File: config.mk
export PLATFORM = sky130hd
export DESIGN_NAME = condition_test_successor_unit
export DESIGN_NICKNAME = d
export VERILOG_FILES = /design/src/core/ctsu_pkg.sv /design/src/core/next_address_select.sv /design/src/core/adder_flag_capture.sv /design/src/core/condition_test_successor_unit.sv
export SDC_FILE = /design/constraint.sdc
export NUM_CORES = 1
export LEC_CHECK = 0
export BUFFER_PORTS_ARGS = -buffer_cell sky130_fd_sc_hd__buf_2
export CORE_ASPECT_RATIO = 1.4
export CORE_MARGIN = 2
export CORE_UTILIZATION = 52
export DETAILED_ROUTE_END_ITERATION = 6
export MAX_ROUTING_LAYER = met4
export PLACE_DENSITY = 0.93
export RECOVER_POWER = 100
export SLEW_MARGIN = 20
export SYNTH_ARGS = -nofsm -noshare
export SYNTH_HDL_FRONTEND = slang
export SYNTH_SLANG_ARGS = --single-unit
export TNS_END_PERCENT = 5
File: constraint.sdc
create_clock -name ref_clk -period 5.6 [get_ports ref_clk]
set_input_delay 0.56 -clock ref_clk [delete_from_list [all_inputs] [get_ports ref_clk]]
set_output_delay 0.56 -clock ref_clk [all_outputs]
set_load 0.005 [all_outputs]
File: src/core/ctsu_pkg.sv
// Purpose: Shared constants and types for the condition test and successor unit.
// Assumes: Instruction bit n of the printed format is instr_word[12-n].

package ctsu_pkg;

  // ----------------------------------------
  // Widths
  // ----------------------------------------
  localparam int ADDR_W = 8;
  localparam int INSTR_W = 12;
  localparam int ADDER_W = 8;
  localparam int AXI_ADDR_W = 8;
  localparam int AXI_DATA_W = 32;

  // ----------------------------------------
  // Instruction fields
  // ----------------------------------------
  localparam int CMD_HI = 2;
  localparam int CMD_LO = 0;
  localparam int COND_HI = 11;
  localparam int COND_LO = 9;
  localparam int SETF_HI = 8;
  localparam int SETF_LO = 7;
  localparam int TRUE_HI = 6;
  localparam int TRUE_LO = 5;
  localparam int FALSE_HI = 4;
  localparam int FALSE_LO = 3;
  localparam logic [2:0] CMD_CTEST = 3'h7;

  localparam logic [2:0] COND_MSB = 3'h0;
  localparam logic [2:0] COND_CARRY = 3'h1;
  localparam logic [2:0] COND_LSB = 3'h2;
  localparam logic [2:0] COND_ONES = 3'h3;
  localparam logic [2:0] COND_LF1 = 3'h4;
  localparam logic [2:0] COND_LF2 = 3'h5;
  localparam logic [2:0] COND_LF3 = 3'h6;
  localparam logic [2:0] COND_ATTN = 3'h7;

  localparam logic [1:0] SET_LF1 = 2'h0;
  localparam logic [1:0] SET_LF2 = 2'h1;
  localparam logic [1:0] SET_LF3 = 2'h2;
  localparam logic [1:0] SET_NONE = 2'h3;

  localparam logic [1:0] SUCC_JUMP = 2'h0;
  localparam logic [1:0] SUCC_STEP = 2'h1;
  localparam logic [1:0] SUCC_SKIP = 2'h2;
  localparam logic [1:0] SUCC_SAVE = 2'h3;

  localparam logic [ADDR_W-1:0] PC_RESET = 8'h00;
  localparam logic [ADDR_W-1:0] ALT_RESET = 8'h00;

  // ----------------------------------------
  // Register map
  // ----------------------------------------
  localparam logic [AXI_ADDR_W-1:0] REG_CTRL = 8'h00;
  localparam logic [AXI_ADDR_W-1:0] REG_STATUS = 8'h04;
  localparam int CTRL_ATTN_EN_BIT = 0;
  localparam int CTRL_CLEAR_BIT = 1;
  localparam logic CTRL_ATTN_EN_RESET = 1'b1;
  localparam int ST_PC_LO = 0;
  localparam int ST_ALT_LO = 8;
  localparam int ST_COND_LO = 16;
  localparam int ST_RESULT_BIT = 24;
  localparam logic [1:0] RESP_OKAY = 2'h0;
  localparam logic [1:0] RESP_SLVERR = 2'h2;

  typedef enum logic [2:0] {
    BUS_IDLE = 3'h1,
    BUS_WRESP = 3'h2,
    BUS_RRESP = 3'h4
  } bus_state_t;

endpackage

File: src/core/next_address_select.sv
// Purpose: Next counter and alternate address for one successor code.
// Assumes: Counter wraps modulo the address space.
// Notes:   Purely combinational; caller registers the result.

`timescale 1ns/1ps
`default_nettype none

module next_address_select #(
  parameter int W = ctsu_pkg::ADDR_W
) (
  input wire logic [W-1:0] cur_pc,
  input wire logic [W-1:0] cur_alt,
  input wire logic [1:0] code,
  output logic [W-1:0] nxt_pc,
  output logic [W-1:0] nxt_alt
);

  always_comb begin
    nxt_pc = W'(cur_pc + 1'b1);
    nxt_alt = cur_alt;
    case (code)
      ctsu_pkg::SUCC_STEP: begin
        nxt_pc = W'(cur_pc + 1'b1);
      end
      ctsu_pkg::SUCC_SKIP: begin
        nxt_pc = W'(cur_pc + W'(2));
      end
      ctsu_pkg::SUCC_SAVE: begin
        nxt_pc = W'(cur_pc + 1'b1);
        nxt_alt = W'(cur_pc + 1'b1);
      end
      ctsu_pkg::SUCC_JUMP: begin
        nxt_pc = cur_alt;
      end
      default: begin
        nxt_pc = W'(cur_pc + 1'b1);
      end
    endcase
  end

endmodule

`default_nettype wire

File: src/core/adder_flag_capture.sv
// Purpose: Capture the four adder condition flags from the serial result.
// Assumes: One result bit per strobe, least significant bit first.
// Notes:   Flags move only when a full word has been seen.

`timescale 1ns/1ps
`default_nettype none

module adder_flag_capture #(
  parameter int W = ctsu_pkg::ADDER_W
) (
  input wire logic ref_clk,
  input wire logic rstn,
  input wire logic bit_valid,
  input wire logic bit_in,
  input wire logic carry_in,
  input wire logic restart,
  output logic result_msb_flag,
  output logic result_lsb_flag,
  output logic all_ones_flag,
  output logic serial_carry_flag
);

  typedef struct packed {
    logic [7:0] cnt;
    logic run_lsb;
    logic run_ones;
    logic f_msb;
    logic f_lsb;
    logic f_ones;
    logic f_carry;
  } flag_state_t;

  flag_state_t st_ff;
  flag_state_t nxt_st;

  always_comb begin
    nxt_st = st_ff;
    if (restart) begin
      // Partial word dropped; finished flags are kept
      nxt_st.cnt = 8'h00;
    end else if (bit_valid) begin
      if (st_ff.cnt == 8'h00) begin
        nxt_st.run_lsb = bit_in;
        nxt_st.run_ones = bit_in;
      end else begin
        nxt_st.run_ones = st_ff.run_ones & bit_in;
      end
      if (st_ff.cnt == 8'(W - 1)) begin
        nxt_st.cnt = 8'h00;
        nxt_st.f_lsb = (W == 1) ? bit_in : st_ff.run_lsb;
        nxt_st.f_msb = bit_in;
        nxt_st.f_ones = st_ff.run_ones & bit_in;
        nxt_st.f_carry = carry_in;
      end else begin
        nxt_st.cnt = 8'(st_ff.cnt + 1'b1);
      end
    end
  end

  always_ff @(posedge ref_clk or negedge rstn) begin
    if (!rstn) begin
      st_ff <= '0;
    end else begin
      st_ff <= nxt_st;
    end
  end

  assign result_msb_flag = st_ff.f_msb;
  assign result_lsb_flag = st_ff.f_lsb;
  assign all_ones_flag = st_ff.f_ones;
  assign serial_carry_flag = st_ff.f_carry;

  flags_hold_a: assert property (
    @(posedge ref_clk) disable iff (!rstn)
    !bit_valid |=> $stable({st_ff.f_msb, st_ff.f_lsb, st_ff.f_ones, st_ff.f_carry}))
    else $error("adder flags moved without a result bit");

  msb_last_bit_a: assert property (
    @(posedge ref_clk) disable iff (!rstn)
    (bit_valid && !restart && st_ff.cnt == 8'(W - 1)) |=> (st_ff.f_msb == $past(bit_in)))
    else $error("msb flag is not the last result bit");

endmodule

`default_nettype wire

File: src/core/condition_test_successor_unit.sv
// Purpose: Condition test, local flags and successor address of the control unit.
// Assumes: Instruction, adder and attention inputs are synchronous to ref_clk.
// Notes:   Software sees control and status over an AXI4-Lite slave.
//
// Our own choices: the AXI4-Lite interface to the registers and the register addresses.

`timescale 1ns/1ps
`default_nettype none

module condition_test_successor_unit (
  input wire logic ref_clk,
  input wire logic rstn,
  input wire logic instr_valid,
  input wire logic [11:0] instr_word,
  input wire logic alt_load_valid,
  input wire logic [7:0] alt_load_data,
  input wire logic alt_load_jump,
  input wire logic adder_bit_valid,
  input wire logic adder_bit,
  input wire logic adder_carry,
  input wire logic adder_restart,
  input wire logic external_attention,
  input wire logic counter_clear_input,
  output logic [7:0] fetch_addr,
  output logic [7:0] alt_addr,
  output logic cond_result,
  input wire logic [7:0] s_axi_awaddr,
  input wire logic s_axi_awvalid,
  output logic s_axi_awready,
  input wire logic [31:0] s_axi_wdata,
  input wire logic [3:0] s_axi_wstrb,
  input wire logic s_axi_wvalid,
  output logic s_axi_wready,
  output logic [1:0] s_axi_bresp,
  output logic s_axi_bvalid,
  input wire logic s_axi_bready,
  input wire logic [7:0] s_axi_araddr,
  input wire logic s_axi_arvalid,
  output logic s_axi_arready,
  output logic [31:0] s_axi_rdata,
  output logic [1:0] s_axi_rresp,
  output logic s_axi_rvalid,
  input wire logic s_axi_rready
);

  // ----------------------------------------
  // State
  // ----------------------------------------
  typedef struct packed {
    ctsu_pkg::bus_state_t bus;
    logic awready;
    logic wready;
    logic arready;
    logic bvalid;
    logic rvalid;
    logic [1:0] bresp;
    logic [1:0] rresp;
    logic [31:0] rdata;
    logic aw_got;
    logic w_got;
    logic [7:0] aw_addr;
    logic [31:0] w_data;
    logic [3:0] w_strb;
    logic attn_en;
    logic clr_pulse;
    logic [7:0] program_address_counter;
    logic [7:0] alternate_address_register;
    logic local_flag_one;
    logic local_flag_two;
    logic local_flag_three;
    logic attn_pending;
    logic last_result;
  } unit_state_t;

  unit_state_t st_ff;
  unit_state_t nxt_st;

  logic result_msb_flag;
  logic result_lsb_flag;
  logic all_ones_flag;
  logic serial_carry_flag;
  logic is_ctest;
  logic [2:0] cond_sel;
  logic [1:0] set_sel;
  logic [7:0] cond_vec;
  logic cond_true;
  logic [1:0] succ_code;
  logic clr_now;
  logic [7:0] sel_pc;
  logic [7:0] sel_alt;

  // ----------------------------------------
  // Decode
  // ----------------------------------------
  assign is_ctest = instr_word[ctsu_pkg::CMD_HI:ctsu_pkg::CMD_LO] == ctsu_pkg::CMD_CTEST;
  assign cond_sel = instr_word[ctsu_pkg::COND_HI:ctsu_pkg::COND_LO];
  assign set_sel = instr_word[ctsu_pkg::SETF_HI:ctsu_pkg::SETF_LO];

  // Index order matches the condition select codes
  assign cond_vec = {st_ff.attn_pending, st_ff.local_flag_three, st_ff.local_flag_two,
                     st_ff.local_flag_one, all_ones_flag, result_lsb_flag,
                     serial_carry_flag, result_msb_flag};
  assign cond_true = cond_vec[cond_sel];

  // Non-test instructions fall through as STEP
  assign succ_code = !is_ctest ? ctsu_pkg::SUCC_STEP :
                     cond_true ? instr_word[ctsu_pkg::TRUE_HI:ctsu_pkg::TRUE_LO] :
                     instr_word[ctsu_pkg::FALSE_HI:ctsu_pkg::FALSE_LO];
  assign clr_now = counter_clear_input | st_ff.clr_pulse;

  // ----------------------------------------
  // Submodules
  // ----------------------------------------
  next_address_select #(
    .W(ctsu_pkg::ADDR_W)
  ) u_next (
    .cur_pc(st_ff.program_address_counter),
    .cur_alt(st_ff.alternate_address_register),
    .code(succ_code),
    .nxt_pc(sel_pc),
    .nxt_alt(sel_alt)
  );

  // Literal loads never reach this path, so flags stay put
  adder_flag_capture #(
    .W(ctsu_pkg::ADDER_W)
  ) u_flags (
    .ref_clk(ref_clk),
    .rstn(rstn),
    .bit_valid(adder_bit_valid),
    .bit_in(adder_bit),
    .carry_in(adder_carry),
    .restart(adder_restart),
    .result_msb_flag(result_msb_flag),
    .result_lsb_flag(result_lsb_flag),
    .all_ones_flag(all_ones_flag),
    .serial_carry_flag(serial_carry_flag)
  );

  // ----------------------------------------
  // Next state
  // ----------------------------------------
  always_comb begin
    nxt_st = st_ff;
    nxt_st.clr_pulse = 1'b0;

    // Bus slave: write halves may land in either order
    case (st_ff.bus)
      ctsu_pkg::BUS_IDLE: begin
        if (s_axi_awvalid && st_ff.awready) begin
          nxt_st.aw_got = 1'b1;
          nxt_st.aw_addr = s_axi_awaddr;
        end
        if (s_axi_wvalid && st_ff.wready) begin
          nxt_st.w_got = 1'b1;
          nxt_st.w_data = s_axi_wdata;
          nxt_st.w_strb = s_axi_wstrb;
        end
        if (s_axi_arvalid && st_ff.arready) begin
          nxt_st.bus = ctsu_pkg::BUS_RRESP;
          nxt_st.rvalid = 1'b1;
          nxt_st.rresp = ctsu_pkg::RESP_OKAY;
          nxt_st.rdata = 32'h0000_0000;
          if (s_axi_araddr == ctsu_pkg::REG_CTRL) begin
            nxt_st.rdata[ctsu_pkg::CTRL_ATTN_EN_BIT] = st_ff.attn_en;
          end else if (s_axi_araddr == ctsu_pkg::REG_STATUS) begin
            nxt_st.rdata[ctsu_pkg::ST_PC_LO +: 8] = st_ff.program_address_counter;
            nxt_st.rdata[ctsu_pkg::ST_ALT_LO +: 8] = st_ff.alternate_address_register;
            nxt_st.rdata[ctsu_pkg::ST_COND_LO +: 8] = cond_vec;
            nxt_st.rdata[ctsu_pkg::ST_RESULT_BIT] = st_ff.last_result;
          end else begin
            nxt_st.rresp = ctsu_pkg::RESP_SLVERR;
          end
        end else if (nxt_st.aw_got && nxt_st.w_got) begin
          nxt_st.bus = ctsu_pkg::BUS_WRESP;
          nxt_st.bvalid = 1'b1;
          nxt_st.aw_got = 1'b0;
          nxt_st.w_got = 1'b0;
          nxt_st.bresp = ctsu_pkg::RESP_OKAY;
          if (nxt_st.aw_addr == ctsu_pkg::REG_CTRL) begin
            if (nxt_st.w_strb[0]) begin
              nxt_st.attn_en = nxt_st.w_data[ctsu_pkg::CTRL_ATTN_EN_BIT];
              nxt_st.clr_pulse = nxt_st.w_data[ctsu_pkg::CTRL_CLEAR_BIT];
            end
          end else if (nxt_st.aw_addr != ctsu_pkg::REG_STATUS) begin
            nxt_st.bresp = ctsu_pkg::RESP_SLVERR;
          end
        end
      end
      ctsu_pkg::BUS_WRESP: begin
        if (s_axi_bready) begin
          nxt_st.bvalid = 1'b0;
          nxt_st.bus = ctsu_pkg::BUS_IDLE;
        end
      end
      ctsu_pkg::BUS_RRESP: begin
        if (s_axi_rready) begin
          nxt_st.rvalid = 1'b0;
          nxt_st.bus = ctsu_pkg::BUS_IDLE;
        end
      end
      default: begin
        nxt_st.bus = ctsu_pkg::BUS_IDLE;
        nxt_st.bvalid = 1'b0;
        nxt_st.rvalid = 1'b0;
      end
    endcase
    nxt_st.awready = (nxt_st.bus == ctsu_pkg::BUS_IDLE) && !nxt_st.aw_got;
    nxt_st.wready = (nxt_st.bus == ctsu_pkg::BUS_IDLE) && !nxt_st.w_got;
    // A finished write half pair goes first
    nxt_st.arready = (nxt_st.bus == ctsu_pkg::BUS_IDLE) && !(nxt_st.aw_got && nxt_st.w_got);

    // Sequencer
    if (instr_valid) begin
      nxt_st.program_address_counter = sel_pc;
      nxt_st.alternate_address_register = sel_alt;
      if (is_ctest) begin
        nxt_st.last_result = cond_true;
        case (cond_sel)
          ctsu_pkg::COND_LF1: nxt_st.local_flag_one = 1'b0;
          ctsu_pkg::COND_LF2: nxt_st.local_flag_two = 1'b0;
          ctsu_pkg::COND_LF3: nxt_st.local_flag_three = 1'b0;
          ctsu_pkg::COND_ATTN: nxt_st.attn_pending = 1'b0;
          default: begin
          end
        endcase
        // Set after clear so a set of the tested flag wins
        if (cond_true) begin
          case (set_sel)
            ctsu_pkg::SET_LF1: nxt_st.local_flag_one = 1'b1;
            ctsu_pkg::SET_LF2: nxt_st.local_flag_two = 1'b1;
            ctsu_pkg::SET_LF3: nxt_st.local_flag_three = 1'b1;
            default: begin
            end
          endcase
        end
      end
    end
    if (alt_load_valid) begin
      nxt_st.alternate_address_register = alt_load_data;
      if (alt_load_jump) begin
        nxt_st.program_address_counter = alt_load_data;
      end
    end
    // A held level re-arms at once; the clear only drops a gone level
    if (external_attention && st_ff.attn_en) begin
      nxt_st.attn_pending = 1'b1;
    end
    if (clr_now) begin
      nxt_st.program_address_counter = ctsu_pkg::PC_RESET;
    end
  end

  always_ff @(posedge ref_clk or negedge rstn) begin
    if (!rstn) begin
      st_ff <= '0;
      st_ff.bus <= ctsu_pkg::BUS_IDLE;
      st_ff.attn_en <= ctsu_pkg::CTRL_ATTN_EN_RESET;
      st_ff.program_address_counter <= ctsu_pkg::PC_RESET;
      st_ff.alternate_address_register <= ctsu_pkg::ALT_RESET;
    end else begin
      st_ff <= nxt_st;
    end
  end

  // ----------------------------------------
  // Outputs
  // ----------------------------------------
  assign fetch_addr = st_ff.program_address_counter;
  assign alt_addr = st_ff.alternate_address_register;
  assign cond_result = st_ff.last_result;
  assign s_axi_awready = st_ff.awready;
  assign s_axi_wready = st_ff.wready;
  assign s_axi_bresp = st_ff.bresp;
  assign s_axi_bvalid = st_ff.bvalid;
  assign s_axi_arready = st_ff.arready;
  assign s_axi_rdata = st_ff.rdata;
  assign s_axi_rresp = st_ff.rresp;
  assign s_axi_rvalid = st_ff.rvalid;

  // ----------------------------------------
  // Checks
  // ----------------------------------------
  step_advance_a: assert property (
    @(posedge ref_clk) disable iff (!rstn)
    (instr_valid && !is_ctest && !alt_load_valid && !clr_now)
      |=> (fetch_addr == 8'($past(fetch_addr) + 1'b1)))
    else $error("plain instruction did not step by one");

  skip_by_two_a: assert property (
    @(posedge ref_clk) disable iff (!rstn)
    (instr_valid && is_ctest && succ_code == ctsu_pkg::SUCC_SKIP && !alt_load_valid && !clr_now)
      |=> (fetch_addr == 8'($past(fetch_addr) + 8'h02)) && $stable(alt_addr))
    else $error("skip did not advance by two");

  jump_target_a: assert property (
    @(posedge ref_clk) disable iff (!rstn)
    (instr_valid && is_ctest && succ_code == ctsu_pkg::SUCC_JUMP && !alt_load_valid && !clr_now)
      |=> (fetch_addr == $past(alt_addr)) && $stable(alt_addr))
    else $error("jump did not load the alternate address");

  save_both_a: assert property (
    @(posedge ref_clk) disable iff (!rstn)
    (instr_valid && is_ctest && succ_code == ctsu_pkg::SUCC_SAVE && !alt_load_valid && !clr_now)
      |=> (alt_addr == fetch_addr) && (fetch_addr == 8'($past(fetch_addr) + 1'b1)))
    else $error("save did not load both addresses");

  true_field_a: assert property (
    @(posedge ref_clk) disable iff (!rstn)
    (instr_valid && is_ctest && cond_true)
      |-> (succ_code == instr_word[ctsu_pkg::TRUE_HI:ctsu_pkg::TRUE_LO]))
    else $error("true condition used the wrong successor field");

  clear_counter_a: assert property (
    @(posedge ref_clk) disable iff (!rstn)
    counter_clear_input |=> (fetch_addr == ctsu_pkg::PC_RESET))
    else $error("clear input did not zero the counter");

  lflag_clear_a: assert property (
    @(posedge ref_clk) disable iff (!rstn)
    (instr_valid && is_ctest && cond_sel == ctsu_pkg::COND_LF1
      && !(cond_true && set_sel == ctsu_pkg::SET_LF1))
      |=> !st_ff.local_flag_one)
    else $error("tested local flag was not cleared");

  lflag_set_a: assert property (
    @(posedge ref_clk) disable iff (!rstn)
    (instr_valid && is_ctest && set_sel == ctsu_pkg::SET_LF2)
      |=> (st_ff.local_flag_two == ($past(cond_true) || $past(st_ff.local_flag_two)
           && $past(cond_sel) != ctsu_pkg::COND_LF2)))
    else $error("set field misapplied to local flag two");

  bresp_hold_a: assert property (
    @(posedge ref_clk) disable iff (!rstn)
    (s_axi_bvalid && !s_axi_bready) |=> s_axi_bvalid && $stable(s_axi_bresp))
    else $error("write response dropped before bready");

  false_step_a: assert property (
    @(posedge ref_clk) disable iff (!rstn)
    (instr_valid && is_ctest && !cond_true && !alt_load_valid && !clr_now
      && instr_word[ctsu_pkg::FALSE_HI:ctsu_pkg::FALSE_LO] == ctsu_pkg::SUCC_STEP)
      |=> (fetch_addr == 8'($past(fetch_addr) + 1'b1)) && $stable(alt_addr))
    else $error("false condition did not take the false step");

  attn_clear_a: assert property (
    @(posedge ref_clk) disable iff (!rstn)
    (instr_valid && is_ctest && cond_sel == ctsu_pkg::COND_ATTN
      && !(external_attention && st_ff.attn_en))
      |=> !st_ff.attn_pending)
    else $error("tested attention was not cleared");

endmodule

`default_nettype wire

==> results of run 1 <==
[per-stage QoR]
step           total power, mW  setup WS (ns)
2_1_floorplan            1.094          3.182
3_3_place_gp             1.191          2.951
3_5_place_dp             1.218          2.899
4_1_cts                  1.870          3.128
5_1_grt                  1.949          1.892
6_report                 1.851          2.135
[layout make-up]
type                            instances  area [µm²]  share of cell area [%]
Timing Repair Buffer                  105       499.2                   9.852
Clock inverter                          4       70.07                   1.383
Antenna cell                            2       5.005                 0.09877
Tap cell                              105       131.4                   2.593
Multi-Input combinational cell        284        1942                   38.32
Inverter                                9       33.78                  0.6667
Clock buffer                           12       256.5                   5.062
Sequential cell                        85        2130                   42.02
[cells in the final DEF, fill, tap and decap left out, types with 2 or more instances in the layout]
master	netlist	final
a21boi_0	3	3
a21oi_1	9	9
a22o_1	25	25
a31oi_1	5	5
and3_1	5	5
and4b_1	2	2
buf_2	0	78
bufinv_16	0	2
clkbuf_1	13	26
clkbuf_16	0	9
clkbuf_8	0	2
clkinv_2	0	2
conb_1	1	9
dfrtp_1	83	83
diode_2	0	2
ha_1	4	4
inv_1	9	9
mux2_2	20	20
mux2i_1	19	20
nand2_1	37	37
nand2b_1	9	9
nand3_1	14	15
nand3b_1	3	3
nand4_1	5	5
nor2_1	21	21
nor2b_1	3	3
nor3_1	5	5
nor3b_1	4	4
nor4_1	3	3
o2111ai_1	2	3
o21ai_0	29	30
o22a_1	6	6
o311ai_0	3	3
o31ai_1	3	3
or3_1	4	4
xnor2_1	6	6
xor2_1	7	7
[routing by layer]
| layer | GRT usage (%) | routed length, µm | vias to the layer above |
|---|---|---|---|
| met5 | - | 0 | - |
| met4 | 11.80 | 201 | 0 |
| met3 | 3.948 | 666 | 17 |
| met2 | 38.12 | 5348 | 130 |
| met1 | 26.18 | 4065 | 1704 |
| li1 | - | - | 1634 |
[worst min-delay path by stage]
stage          slack [ns]                      endpoint                        from  cells past startpoint
2_1_floorplan        0.26       alt_addr[0]$_DFFE_PN0P_                        rstn                      0
3_3_place_gp         0.46    s_axi_rdata[0]$_DFFE_PN0P_  s_axi_rdata[0]$_DFFE_PN0P_                      2
3_5_place_dp         0.48    s_axi_rdata[0]$_DFFE_PN0P_  s_axi_rdata[0]$_DFFE_PN0P_                      2
4_1_cts              0.40  u_flags.st_ff[7]$_DFFE_PN0P_               adder_restart                      2
5_1_grt              0.35  u_flags.st_ff[8]$_DFFE_PN0P_                        rstn                      1
6_report             0.26  u_flags.st_ff[7]$_DFFE_PN0P_                        rstn                      1
[power breakdown]
group          switching [mW]  internal, mW
sequential             0.0881         0.720
clock                   0.238         0.414
combinational           0.210         0.182
[cell families (layout without fill, tap and decap cells)]
| group | Yosys count | after routing | synth area share (%) |
|---|---|---|---|
| and+or+nand+nor | 122 | 122 | 13.71 |
| AOI/OAI and AO/OA | 94 | 94 | 14.61 |
| DFF | 85 | 85 | 46.66 |
| buffers and inverters | 76 | 130 | 10.77 |
| muxes | 42 | 42 | 10.58 |
| xor gates and xnor gates | 13 | 13 | 2.495 |
| adders and majority gates | 4 | 4 | 1.097 |
| other | 1 | 11 | 0.08216 |
[flip-flops by register name (all words and copies together), names as in the netlist]
register                   count
u_flags.serial_carry_flag      1
s_axi_wready                   1
s_axi_rvalid                   1
cond_vec                       4
fetch_addr                     8
cond_result                    1
u_flags.result_msb_flag        1
s_axi_arready                  1
s_axi_bresp                    1
st_ff                         18
u_flags.st_ff                 10
s_axi_bvalid                   1
u_flags.result_lsb_flag        1
alt_addr                       8
s_axi_awready                  1
s_axi_rdata                   25
u_flags.all_ones_flag          1
s_axi_rresp                    1
==> impl_metrics.py, run 1 <==
metrics = {
    "logic_synthesis": {
        "synth_edf_count": 0,
        "postSynthAreaPerCell_um2": 10.44,
        "synth_largest_area_cell": "dfrtp_1",
        "yosysMostFrequentCell": "dfrtp_1",
        "synth_commonest_cells": "83 x dfrtp_1, 53 x buf_4, 37 x nand2_1",
        "syn_area_mm2": 0.004564,
        "synth_area_leaders": "dfrtp_1 46%, buf_4 8.7%, mux2_2 4.9%",
        "postSynthCellCount": 437,
        "yosysSeqAreaShare_pct": 46.66,
        "synth_seq_cells": 85,
        "async_reset_ff_share_pct": 100.0,
        "yosysUniqueCellTypes": 51,
        "synth-main-ff-cell": "dfrtp_1",
        "synthesis.yosys.warnings": 0,
        "synth_top_area_share_pct": 45.50,
    },
    "timing": {
        "tns_ns": 0,
        "slew_violations": 0,
        "whs_ns": 0.2601,
        "relSlewSlack_pct": 21.36,
        "hold_viol": 0,
        "clock_skew_ns": 0.004853,
        "setup_viol": 0,
        "finalCritPeriodShare_pct": 61.88,
        "max_freq_mhz": 288.6,
        "post-route-min-period_ns": 3.465,
        "rsz0062_at_grt": "no",
        "worst_slew_pin_slew_ns": 1.180,
    },
    "clocking": {
        "cts.sinks": 85,
        "post_cts.repair.setup_buffers": 0,
        "tritoncts": "yes",
        "cts_root_buf": "clkbuf_16",
        "insertion_delay_ns": 0.34,
        "clock_path_buffers": 2,
        "htreeDepth": 3,
        "cts_hold_buf": 0,
        "cts_resized": 0,
        "clk_transition_reported_paths_ns": 0.06,
        "cts_buffers": 9,
    },
    "critical_path": {
        "crit_slowest_cell": "mux2i_1",
        "cp.arrival_ns": 3.68,
        "crit_chain": "clkbuf_1 > mux2i_1 > mux4_2 > mux2i_1 > nand3_1 > o311ai_0",
        "cp.depth": 6,
        "crit_family": "multiplexers",
        "cp-start-kind": "primary input",
        "ff2ff_path_depth": 8,
        "reg2reg_from": "st_ff[110]$_DFF_PN1_",
        "critical_path_buf_inv_count": 1,
        "r2r-end": "s_axi_rdata[10]$_DFFE_PN0P_",
        "critical_path.max_fanout": 14,
        "cpMostUsedCell": "mux2i_1",
        "end_kind": "flip-flop",
        "critPathCapture": "alt_addr[0]$_DFFE_PN0P_",
        "slowest_delay_ns": 0.83,
        "cp.required_ns": 5.82,
        "worstSetupPathType": "in -> reg",
        "r2r_slack_ns": 2.33,
        "crit_start": "instr_word[10]",
    },
    "layout": {
        "final_area_mm2": 0.005067,
        "drive_above_1_share_pct": 23.85,
        "nFillCells": 711,
        "utilization_pct": 59.21,
        "fin_nets": 586,
        "final_cell_count_no_fill": 606,
        "syn2layout_area_growth_pct": 11.02,
    },
    "power": {
        "powerDensity_mw_per_mm2": 365.3,
        "p_leak_nw": 2.461,
        "ir_drop_uv": 323.4,
    },
    "global_route": {
        "grt_max_degree": 86,
        "grt_pass1_wl_um": 16930,
        "overflow": 0,
        "track_usage_pct": 22.70,
        "grt_pass1_vias": 3538,
        "antenna_found_initial": 2,
    },
    "floorplanning": {
        "die_w_um": 83.18,
        "initial_core_util_pct": 53.33,
        "design.core.area_mm2": 0.008558,
        "io_pins": 146,
        "num_rows": 40,
        "die_h_um": 114.9,
        "die_area_mm2": 0.009554,
    },
    "detailed_routing": {
        "detail_route.wl_per_cell_um": 16.97,
        "vias": 3485,
        "drt_iter0_drc": 293,
        "drt_pass1_iterations": 5,
        "totalWireLength_um": 10280,
        "antenna_left": 0,
        "drc": 0,
        "viasPerCell": 5.751,
    },
    "placed_design": {
        "dpl_cell_area_mm2": 0.004801,
        "portBuffers": 103,
        "numPlacedInstances": 588,
        "gp_congestion": 0.8969,
        "dpl.hpwl_um": 7413,
    },
    "status": {
        "status": "finished, final reports clean",
    },
    "hold_path": {
        "hold_class": "in -> async",
    },
    "flow_run": {
        "cap_violations": 0,
    },
}
Note: power is estimated with default switching activity, not from simulation.
==> inputs of run 2 (changes only) <==
--- a/config.mk
+++ b/config.mk
@@ -8,10 +8,10 @@
 export BUFFER_PORTS_ARGS = -buffer_cell sky130_fd_sc_hd__buf_2
 export CORE_ASPECT_RATIO = 1.4
 export CORE_MARGIN = 2
-export CORE_UTILIZATION = 52
+export CORE_UTILIZATION = 51
 export DETAILED_ROUTE_END_ITERATION = 6
 export MAX_ROUTING_LAYER = met4
-export PLACE_DENSITY = 0.93
+export PLACE_DENSITY = 0.92
 export RECOVER_POWER = 100
 export SLEW_MARGIN = 20
 export SYNTH_ARGS = -nofsm -noshare
==> constraint.sdc (replaced) <==
create_clock -name ref_clk -period 3.24 [get_ports ref_clk]
set_input_delay 0.324 -clock ref_clk [delete_from_list [all_inputs] [get_ports ref_clk]]
set_output_delay 0.324 -clock ref_clk [all_outputs]
set_load 0.005 [all_outputs]
==> run 2 against run 1 <==
Compared with the run above:
- the run now ends with capacitance limit, slew limit left
- die area rose by 1.9%
- largest cell class unchanged
- total power rose by 69%
- first-iteration DRC count fell by 29%
- critical path type is now reg -> reg
- wire length is 2.7% lower
- flip-flop and latch count stayed put
==> impl_metrics.py, run 2 (synthesis gave the netlist of run 1 again) <==
metrics = {
    "global_route": {
        "grt_pass1_vias": 3382,
        "antenna_found_initial": 1,
        "overflow": 0,
        "grt_max_degree": 86,
        "track_usage_pct": 21.86,
        "grt_pass1_wl_um": 16400,
    },
    "flow_run": {
        "cap_violations": 1,
    },
    "floorplanning": {
        "die_area_mm2": 0.009733,
        "num_rows": 40,
        "die_w_um": 83.96,
        "die_h_um": 115.9,
        "design.core.area_mm2": 0.008658,
        "io_pins": 146,
        "initial_core_util_pct": 52.72,
    },
    "layout": {
        "fin_nets": 587,
        "final_cell_count_no_fill": 606,
        "drive_above_1_share_pct": 24.40,
        "multi_input_area_mm2": 0.001973,
        "utilization_pct": 58.71,
        "nFillCells": 736,
        "final_common_cell": "dfrtp_1",
        "final_cell_mix": "83 x dfrtp_1, 77 x buf_2, 37 x nand2_1",
        "register_area_mm2": 0.002130,
        "largest_reg_flops": 25,
        "syn2layout_area_growth_pct": 11.38,
    },
    "timing": {
        "slew_violations": 86,
        "max_freq_mhz": 386.2,
        "tns_ns": 0,
        "rsz0062_at_grt": "no",
        "post-route-min-period_ns": 2.589,
        "relSlewSlack_pct": -36.49,
        "setup_slack_ns": 0.6508,
        "setup_viol": 0,
        "finalCritPeriodShare_pct": 79.91,
        "hold_viol": 0,
        "worst_slew_pin_slew_ns": 2.047,
        "whs_ns": 0.1748,
        "clock_skew_ns": 0.007958,
    },
    "detailed_routing": {
        "vias": 3488,
        "drt_pass1_iterations": 5,
        "totalWireLength_um": 10000,
        "detail_route.wl_per_cell_um": 16.51,
        "drc": 0,
        "drt_iter0_drc": 207,
        "viasPerCell": 5.756,
        "antenna_left": 0,
    },
    "placed_design": {
        "portBuffers": 103,
        "place_ws_ns": 0.7168,
        "dpl.hpwl_um": 7417,
        "gp_congestion": 0.8723,
        "numPlacedInstances": 589,
    },
    "clocking": {
        "clock_path_buffers": 2,
        "clk_transition_reported_paths_ns": 0.06,
        "cts_root_buf": "clkbuf_16",
        "cts_resized": 0,
        "tritoncts": "yes",
        "post_cts.repair.setup_buffers": 0,
        "insertion_delay_ns": 0.34,
        "cts_buffers": 9,
        "htreeDepth": 3,
        "cts_hold_buf": 0,
        "cts.sinks": 85,
    },
    "critical_path": {
        "worstSetupPathType": "reg -> reg",
        "cp.required_ns": 3.51,
        "cp.arrival_ns": 2.86,
        "end_kind": "flip-flop",
        "cp-start-kind": "flip-flop",
        "ff2ff_path_depth": 8,
        "critical_path.max_fanout": 27,
    },
    "hold_path": {
        "hold_class": "in -> reg",
        "worstHoldPathCells": 2,
    },
    "power": {
        "powerDensity_mw_per_mm2": 616.6,
        "p_leak_nw": 2.457,
        "ir_drop_uv": 594.8,
    },
    "status": {
        "status": "complete, but fails checks",
        "violations": "capacitance limit, slew limit",
    },
}
## run 2: cell types whose count changed in the layout (fill, tap and decap cells not counted), sizes merged
cell / delta
clkbuf: +2
bufinv: -1
diode: -1
## run 2: metrics by stage
stage,total power [mW],instance area (µm²)
after CTS,3.175,5122
final,3.135,5084
after global placement,2.064,4808
after floorplan,1.890,4594
after global routing,3.292,5084
after detailed placement,2.112,4808
## run 2: worst paths after layout
kind | end | start | slack (ns)
min reg2reg | st_ff[112]$_DFF_PN0_ | st_ff[111]$_DFF_PN0_ | 0.50
min | u_flags.st_ff[8]$_DFFE_PN0P_ | adder_restart | 0.17
max in group asynchronous | s_axi_rdata[14]$_DFFE_PN0P_ | rstn | 1.47
min in group asynchronous | u_flags.st_ff[6]$_DFFE_PN0P_ | rstn | 0.57
max reg2reg | s_axi_rdata[19]$_DFFE_PN0P_ | st_ff[110]$_DFF_PN1_ | 0.65
max | s_axi_rdata[19]$_DFFE_PN0P_ | st_ff[110]$_DFF_PN1_ | 0.65
## run 2: critical path, stage by stage (launching register included)
cell      delay (ns)
dfstp_1         0.59
nand2b_1        0.13
nor2_1          0.14
nand3_1         0.10
clkbuf_1        0.48
nand3b_1        0.38
nor2_1          0.15
clkbuf_1        0.33
a22o_1          0.20
## run 2: cell type report
class / count / share of cell area, %
Antenna cell: 1 / 0.04922
Clock buffer: 13 / 5.316
Clock inverter: 3 / 0.8614
Inverter: 9 / 0.6645
Multi-Input combinational cell: 284 / 38.81
Sequential cell: 85 / 41.89
Tap cell: 105 / 2.584
Timing Repair Buffer: 106 / 9.820
## run 2: power by group
part           switching, mW  internal [mW]
Combinational          0.365          0.313
Sequential             0.150           1.25
Clock                  0.401          0.660
Total                  0.916           2.22
## run 2: routing by layer
metal	up-vias	GRT usage, %	part of all wire [%]
met5	-	-	0
met4	0	8.602	2.2
met3	22	4.558	6.2
met2	152	37.33	53
met1	1687	25.39	39
li1	1627	-	-
==> inputs of run 3 (changes only) <==
--- a/config.mk
+++ b/config.mk
@@ -5,13 +5,14 @@
 export SDC_FILE = /design/constraint.sdc
 export NUM_CORES = 1
 export LEC_CHECK = 0
+export ABC_AREA = 1
 export BUFFER_PORTS_ARGS = -buffer_cell sky130_fd_sc_hd__buf_2
 export CORE_ASPECT_RATIO = 1.4
 export CORE_MARGIN = 2
-export CORE_UTILIZATION = 51
+export CORE_UTILIZATION = 47
 export DETAILED_ROUTE_END_ITERATION = 6
 export MAX_ROUTING_LAYER = met4
-export PLACE_DENSITY = 0.92
+export PLACE_DENSITY = 0.89
 export RECOVER_POWER = 100
 export SLEW_MARGIN = 20
 export SYNTH_ARGS = -nofsm -noshare
==> constraint.sdc (replaced) <==
create_clock -name ref_clk -period 2.2 [get_ports ref_clk]
set_input_delay 0.22 -clock ref_clk [delete_from_list [all_inputs] [get_ports ref_clk]]
set_output_delay 0.22 -clock ref_clk [all_outputs]
set_load 0.005 [all_outputs]
==> run 3 against run 2 <==
Compared with the run above:
- the run now ends clean
- hold slack worse by 0.11 ns
- clock power rose by 34%
- cell count up 33%
- utilization shrank 5.1 points
- design area rose by 4.4%
- combinational power increased by 96%
- flip-flop and latch count did not move
- worst setup slack worse by 0.42 ns
- sequential power increased by 45%
- clock-buffer cell count increased by 1
- die area is 13% higher
- non-clock buffer count grew 4
- largest cell class unchanged
- highest routed layer unchanged
==> impl_metrics.py, run 3 <==
metrics = {
    "detailed_routing": {
        "drc": 0,
        "totalWireLength_um": 10730,
        "antenna_left": 0,
        "viasPerCell": 4.966,
        "detail_route.wl_per_cell_um": 13.36,
        "vias": 3988,
        "drt_iter0_drc": 153,
        "drt_pass1_iterations": 4,
    },
    "global_route": {
        "grt_max_degree": 46,
        "busiest_layer": "met2",
        "grt_pass1_vias": 3850,
        "use_met1_pct": 22.78,
        "antenna_found_initial": 0,
        "overflow": 0,
        "track_usage_pct": 20.87,
        "met2_usage_pct": 36.16,
        "grt_pass1_wl_um": 17110,
        "grt_use_met3_pct": 4.806,
    },
    "logic_synthesis": {
        "synth_area_leaders": "dfrtp_1 43%, nand2_1 12%, buf_4 8.2%",
        "synth_edf_count": 0,
        "async_reset_ff_share_pct": 100.0,
        "synth_largest_area_cell": "dfrtp_1",
        "yosysMostFrequentCell": "nand2_1",
        "synth_seq_cells": 85,
        "yosysSeqAreaShare_pct": 44.53,
        "synthesis.yosys.warnings": 0,
        "synth_commonest_cells": "158 x nand2_1, 83 x dfrtp_1, 75 x inv_1",
        "synth_top_area_share_pct": 43.43,
        "postSynthAreaPerCell_um2": 7.997,
        "postSynthCellCount": 598,
        "yosysUniqueCellTypes": 41,
        "synth-main-ff-cell": "dfrtp_1",
        "syn_area_mm2": 0.004782,
    },
    "critical_path": {
        "crit_start": "st_ff[110]$_DFF_PN1_",
        "cp-start-kind": "flip-flop",
        "crit_slowest_cell": "dfstp_2",
        "critPathCapture": "s_axi_rdata[14]$_DFFE_PN0P_",
        "cp.depth": 7,
        "crit_family": "simple AND/OR/NAND/NOR gates",
        "critical_path.max_fanout": 24,
        "cp.required_ns": 2.44,
        "r2r_slack_ns": 0.23,
        "r2r-end": "s_axi_rdata[14]$_DFFE_PN0P_",
        "cp.arrival_ns": 2.21,
        "crit_chain": "inv_2 > nor3_4 > inv_1 > nor2_4 > inv_2 > or2_1 > o21ai_0",
        "cpMostUsedCell": "inv_2",
        "end_kind": "flip-flop",
        "slowest_delay_ns": 0.54,
        "critical_path_buf_inv_count": 3,
        "ff2ff_path_depth": 7,
        "worstSetupPathType": "reg -> reg",
        "reg2reg_from": "st_ff[110]$_DFF_PN1_",
    },
    "power": {
        "p_switching_mw": 1.602,
        "clkPwrFrac_pct": 29.7,
        "p_leak_nw": 2.685,
        "switching_share_pct": 33.45,
        "ir_drop_uv": 479.2,
        "p_int_mw": 3.188,
        "powerDensity_mw_per_mm2": 902.8,
        "comb_power_share_pct": 27.8,
        "p_seq_share_pct": 42.4,
    },
    "layout": {
        "register_area_mm2": 0.002130,
        "syn2layout_area_growth_pct": 10.96,
        "final_area_mm2": 0.005306,
        "final_cell_mix": "159 x nand2_1, 83 x dfrtp_1, 76 x inv_1",
        "multi_input_area_mm2": 0.001909,
        "largest_reg_flops": 25,
        "diodes": 0,
        "drive_above_1_share_pct": 15.42,
        "nFillCells": 959,
        "final_common_cell": "nand2_1",
        "fin_nets": 756,
    },
    "clocking": {
        "cts_root_buf": "clkbuf_16",
        "post_cts.repair.setup_buffers": 0,
        "cts_buffers": 9,
        "cts_hold_buf": 1,
        "insertion_delay_ns": 0.34,
        "cts_resized": 0,
        "clk_transition_reported_paths_ns": 0.06,
        "tritoncts": "yes",
        "htreeDepth": 3,
        "clock_path_buffers": 2,
        "cts.sinks": 85,
    },
    "floorplanning": {
        "die_h_um": 123.4,
        "initial_core_util_pct": 48.31,
        "num_rows": 43,
        "design.core.area_mm2": 0.009899,
        "die_w_um": 89.25,
        "io_pins": 146,
        "die_area_mm2": 0.01101,
    },
    "placed_design": {
        "gp_congestion": 0.9278,
        "dpl.hpwl_um": 8137,
        "portBuffers": 103,
        "dpl_cell_area_mm2": 0.005116,
    },
    "timing": {
        "rsz0062_at_grt": "no",
        "setup_viol": 0,
        "hold_viol": 0,
        "whs_ns": 0.06486,
        "clock_skew_ns": 0.006926,
        "relSlewSlack_pct": 31.82,
        "worst_slew_pin_slew_ns": 1.023,
        "max_freq_mhz": 508.1,
        "post-route-min-period_ns": 1.968,
        "finalCritPeriodShare_pct": 89.45,
        "slew_violations": 0,
        "tns_ns": 0,
    },
    "flow_run": {
        "cap_violations": 0,
    },
    "hold_path": {
        "hold_class": "in -> reg",
        "min_from": "adder_restart",
    },
    "status": {
        "status": "finished, final reports clean",
    },
}
==> run 3: logic make-up (layout without fill, tap and decap cells) <==
logic type	count (synthesis)	after routing	synth area share, %
AND/OR/NAND/NOR	246	246	22.40
buffers and inverters	143	205	15.49
AO/OA/AOI/OAI	98	98	12.43
flip-flops	85	85	44.53
XOR/XNOR	14	14	2.564
multiplexers	7	7	1.465
adder cells (fa/ha/maj)	4	4	1.047
other	1	9	0.07842
==> run 3: area by class of cell <==
cell class	instances	area share, %
clock inverter	1	0.09432
clock buffer	14	5.164
multi-input combinational	378	35.98
timing repair buffer	110	9.785
inverter	80	5.659
sequential	85	40.13
tap	135	3.183
==> run 3: worst reg2reg max path, stage by stage (launching register included) <==
cell and delay (ns):
dfstp_2 0.54, inv_2 0.05, nor3_4 0.18, inv_1 0.13, nor2_4 0.14, inv_2 0.07
or2_1 0.50, o21ai_0 0.28
==> run 3: worst min path at each step <==
stage	end	slack, ns	cells after the start
3_5_place_dp	u_flags.st_ff[8]$_DFFE_PN0P_	0.24	1
5_1_grt	u_flags.st_ff[8]$_DFFE_PN0P_	0.07	2
6_report	u_flags.st_ff[8]$_DFFE_PN0P_	0.06	2
3_3_place_gp	u_flags.st_ff[8]$_DFFE_PN0P_	0.24	1
2_1_floorplan	alt_addr[0]$_DFFE_PN0P_	-0.08	0
4_1_cts	u_flags.st_ff[8]$_DFFE_PN0P_	0.06	2
==> run 3: power by group through the flow <==
| stage | combinational (mW) | clock (mW) | sequential (mW) |
|---|---|---|---|
| floorplan | 1.03 | 0 | 2.03 |
| global placement | 1.33 | 0 | 2.04 |
| detailed placement | 1.37 | 0 | 2.06 |
| CTS | 1.38 | 1.44 | 2.03 |
| global route | 1.52 | 1.51 | 2.07 |
| finish | 1.33 | 1.42 | 2.03 |
==> run 3: metal layers <==
layer	routed length, µm	share of wire, %
met3	523	4.9
met5	0	0
met1	4475	42
met2	5494	51
met4	237	2.2
==> run 3: per-stage QoR <==
step           utilization [%]  total power, mW  instances  setup WS [ns]
2_1_floorplan                -            3.053        606         0.5187
4_1_cts                  54.60            4.855        803         0.2454
3_5_place_dp             51.68            3.430        787         0.2560
6_report                 53.60            4.790        803         0.2320
3_3_place_gp             51.68            3.373        787         0.3112
5_1_grt                  53.60            5.092        803        0.03601
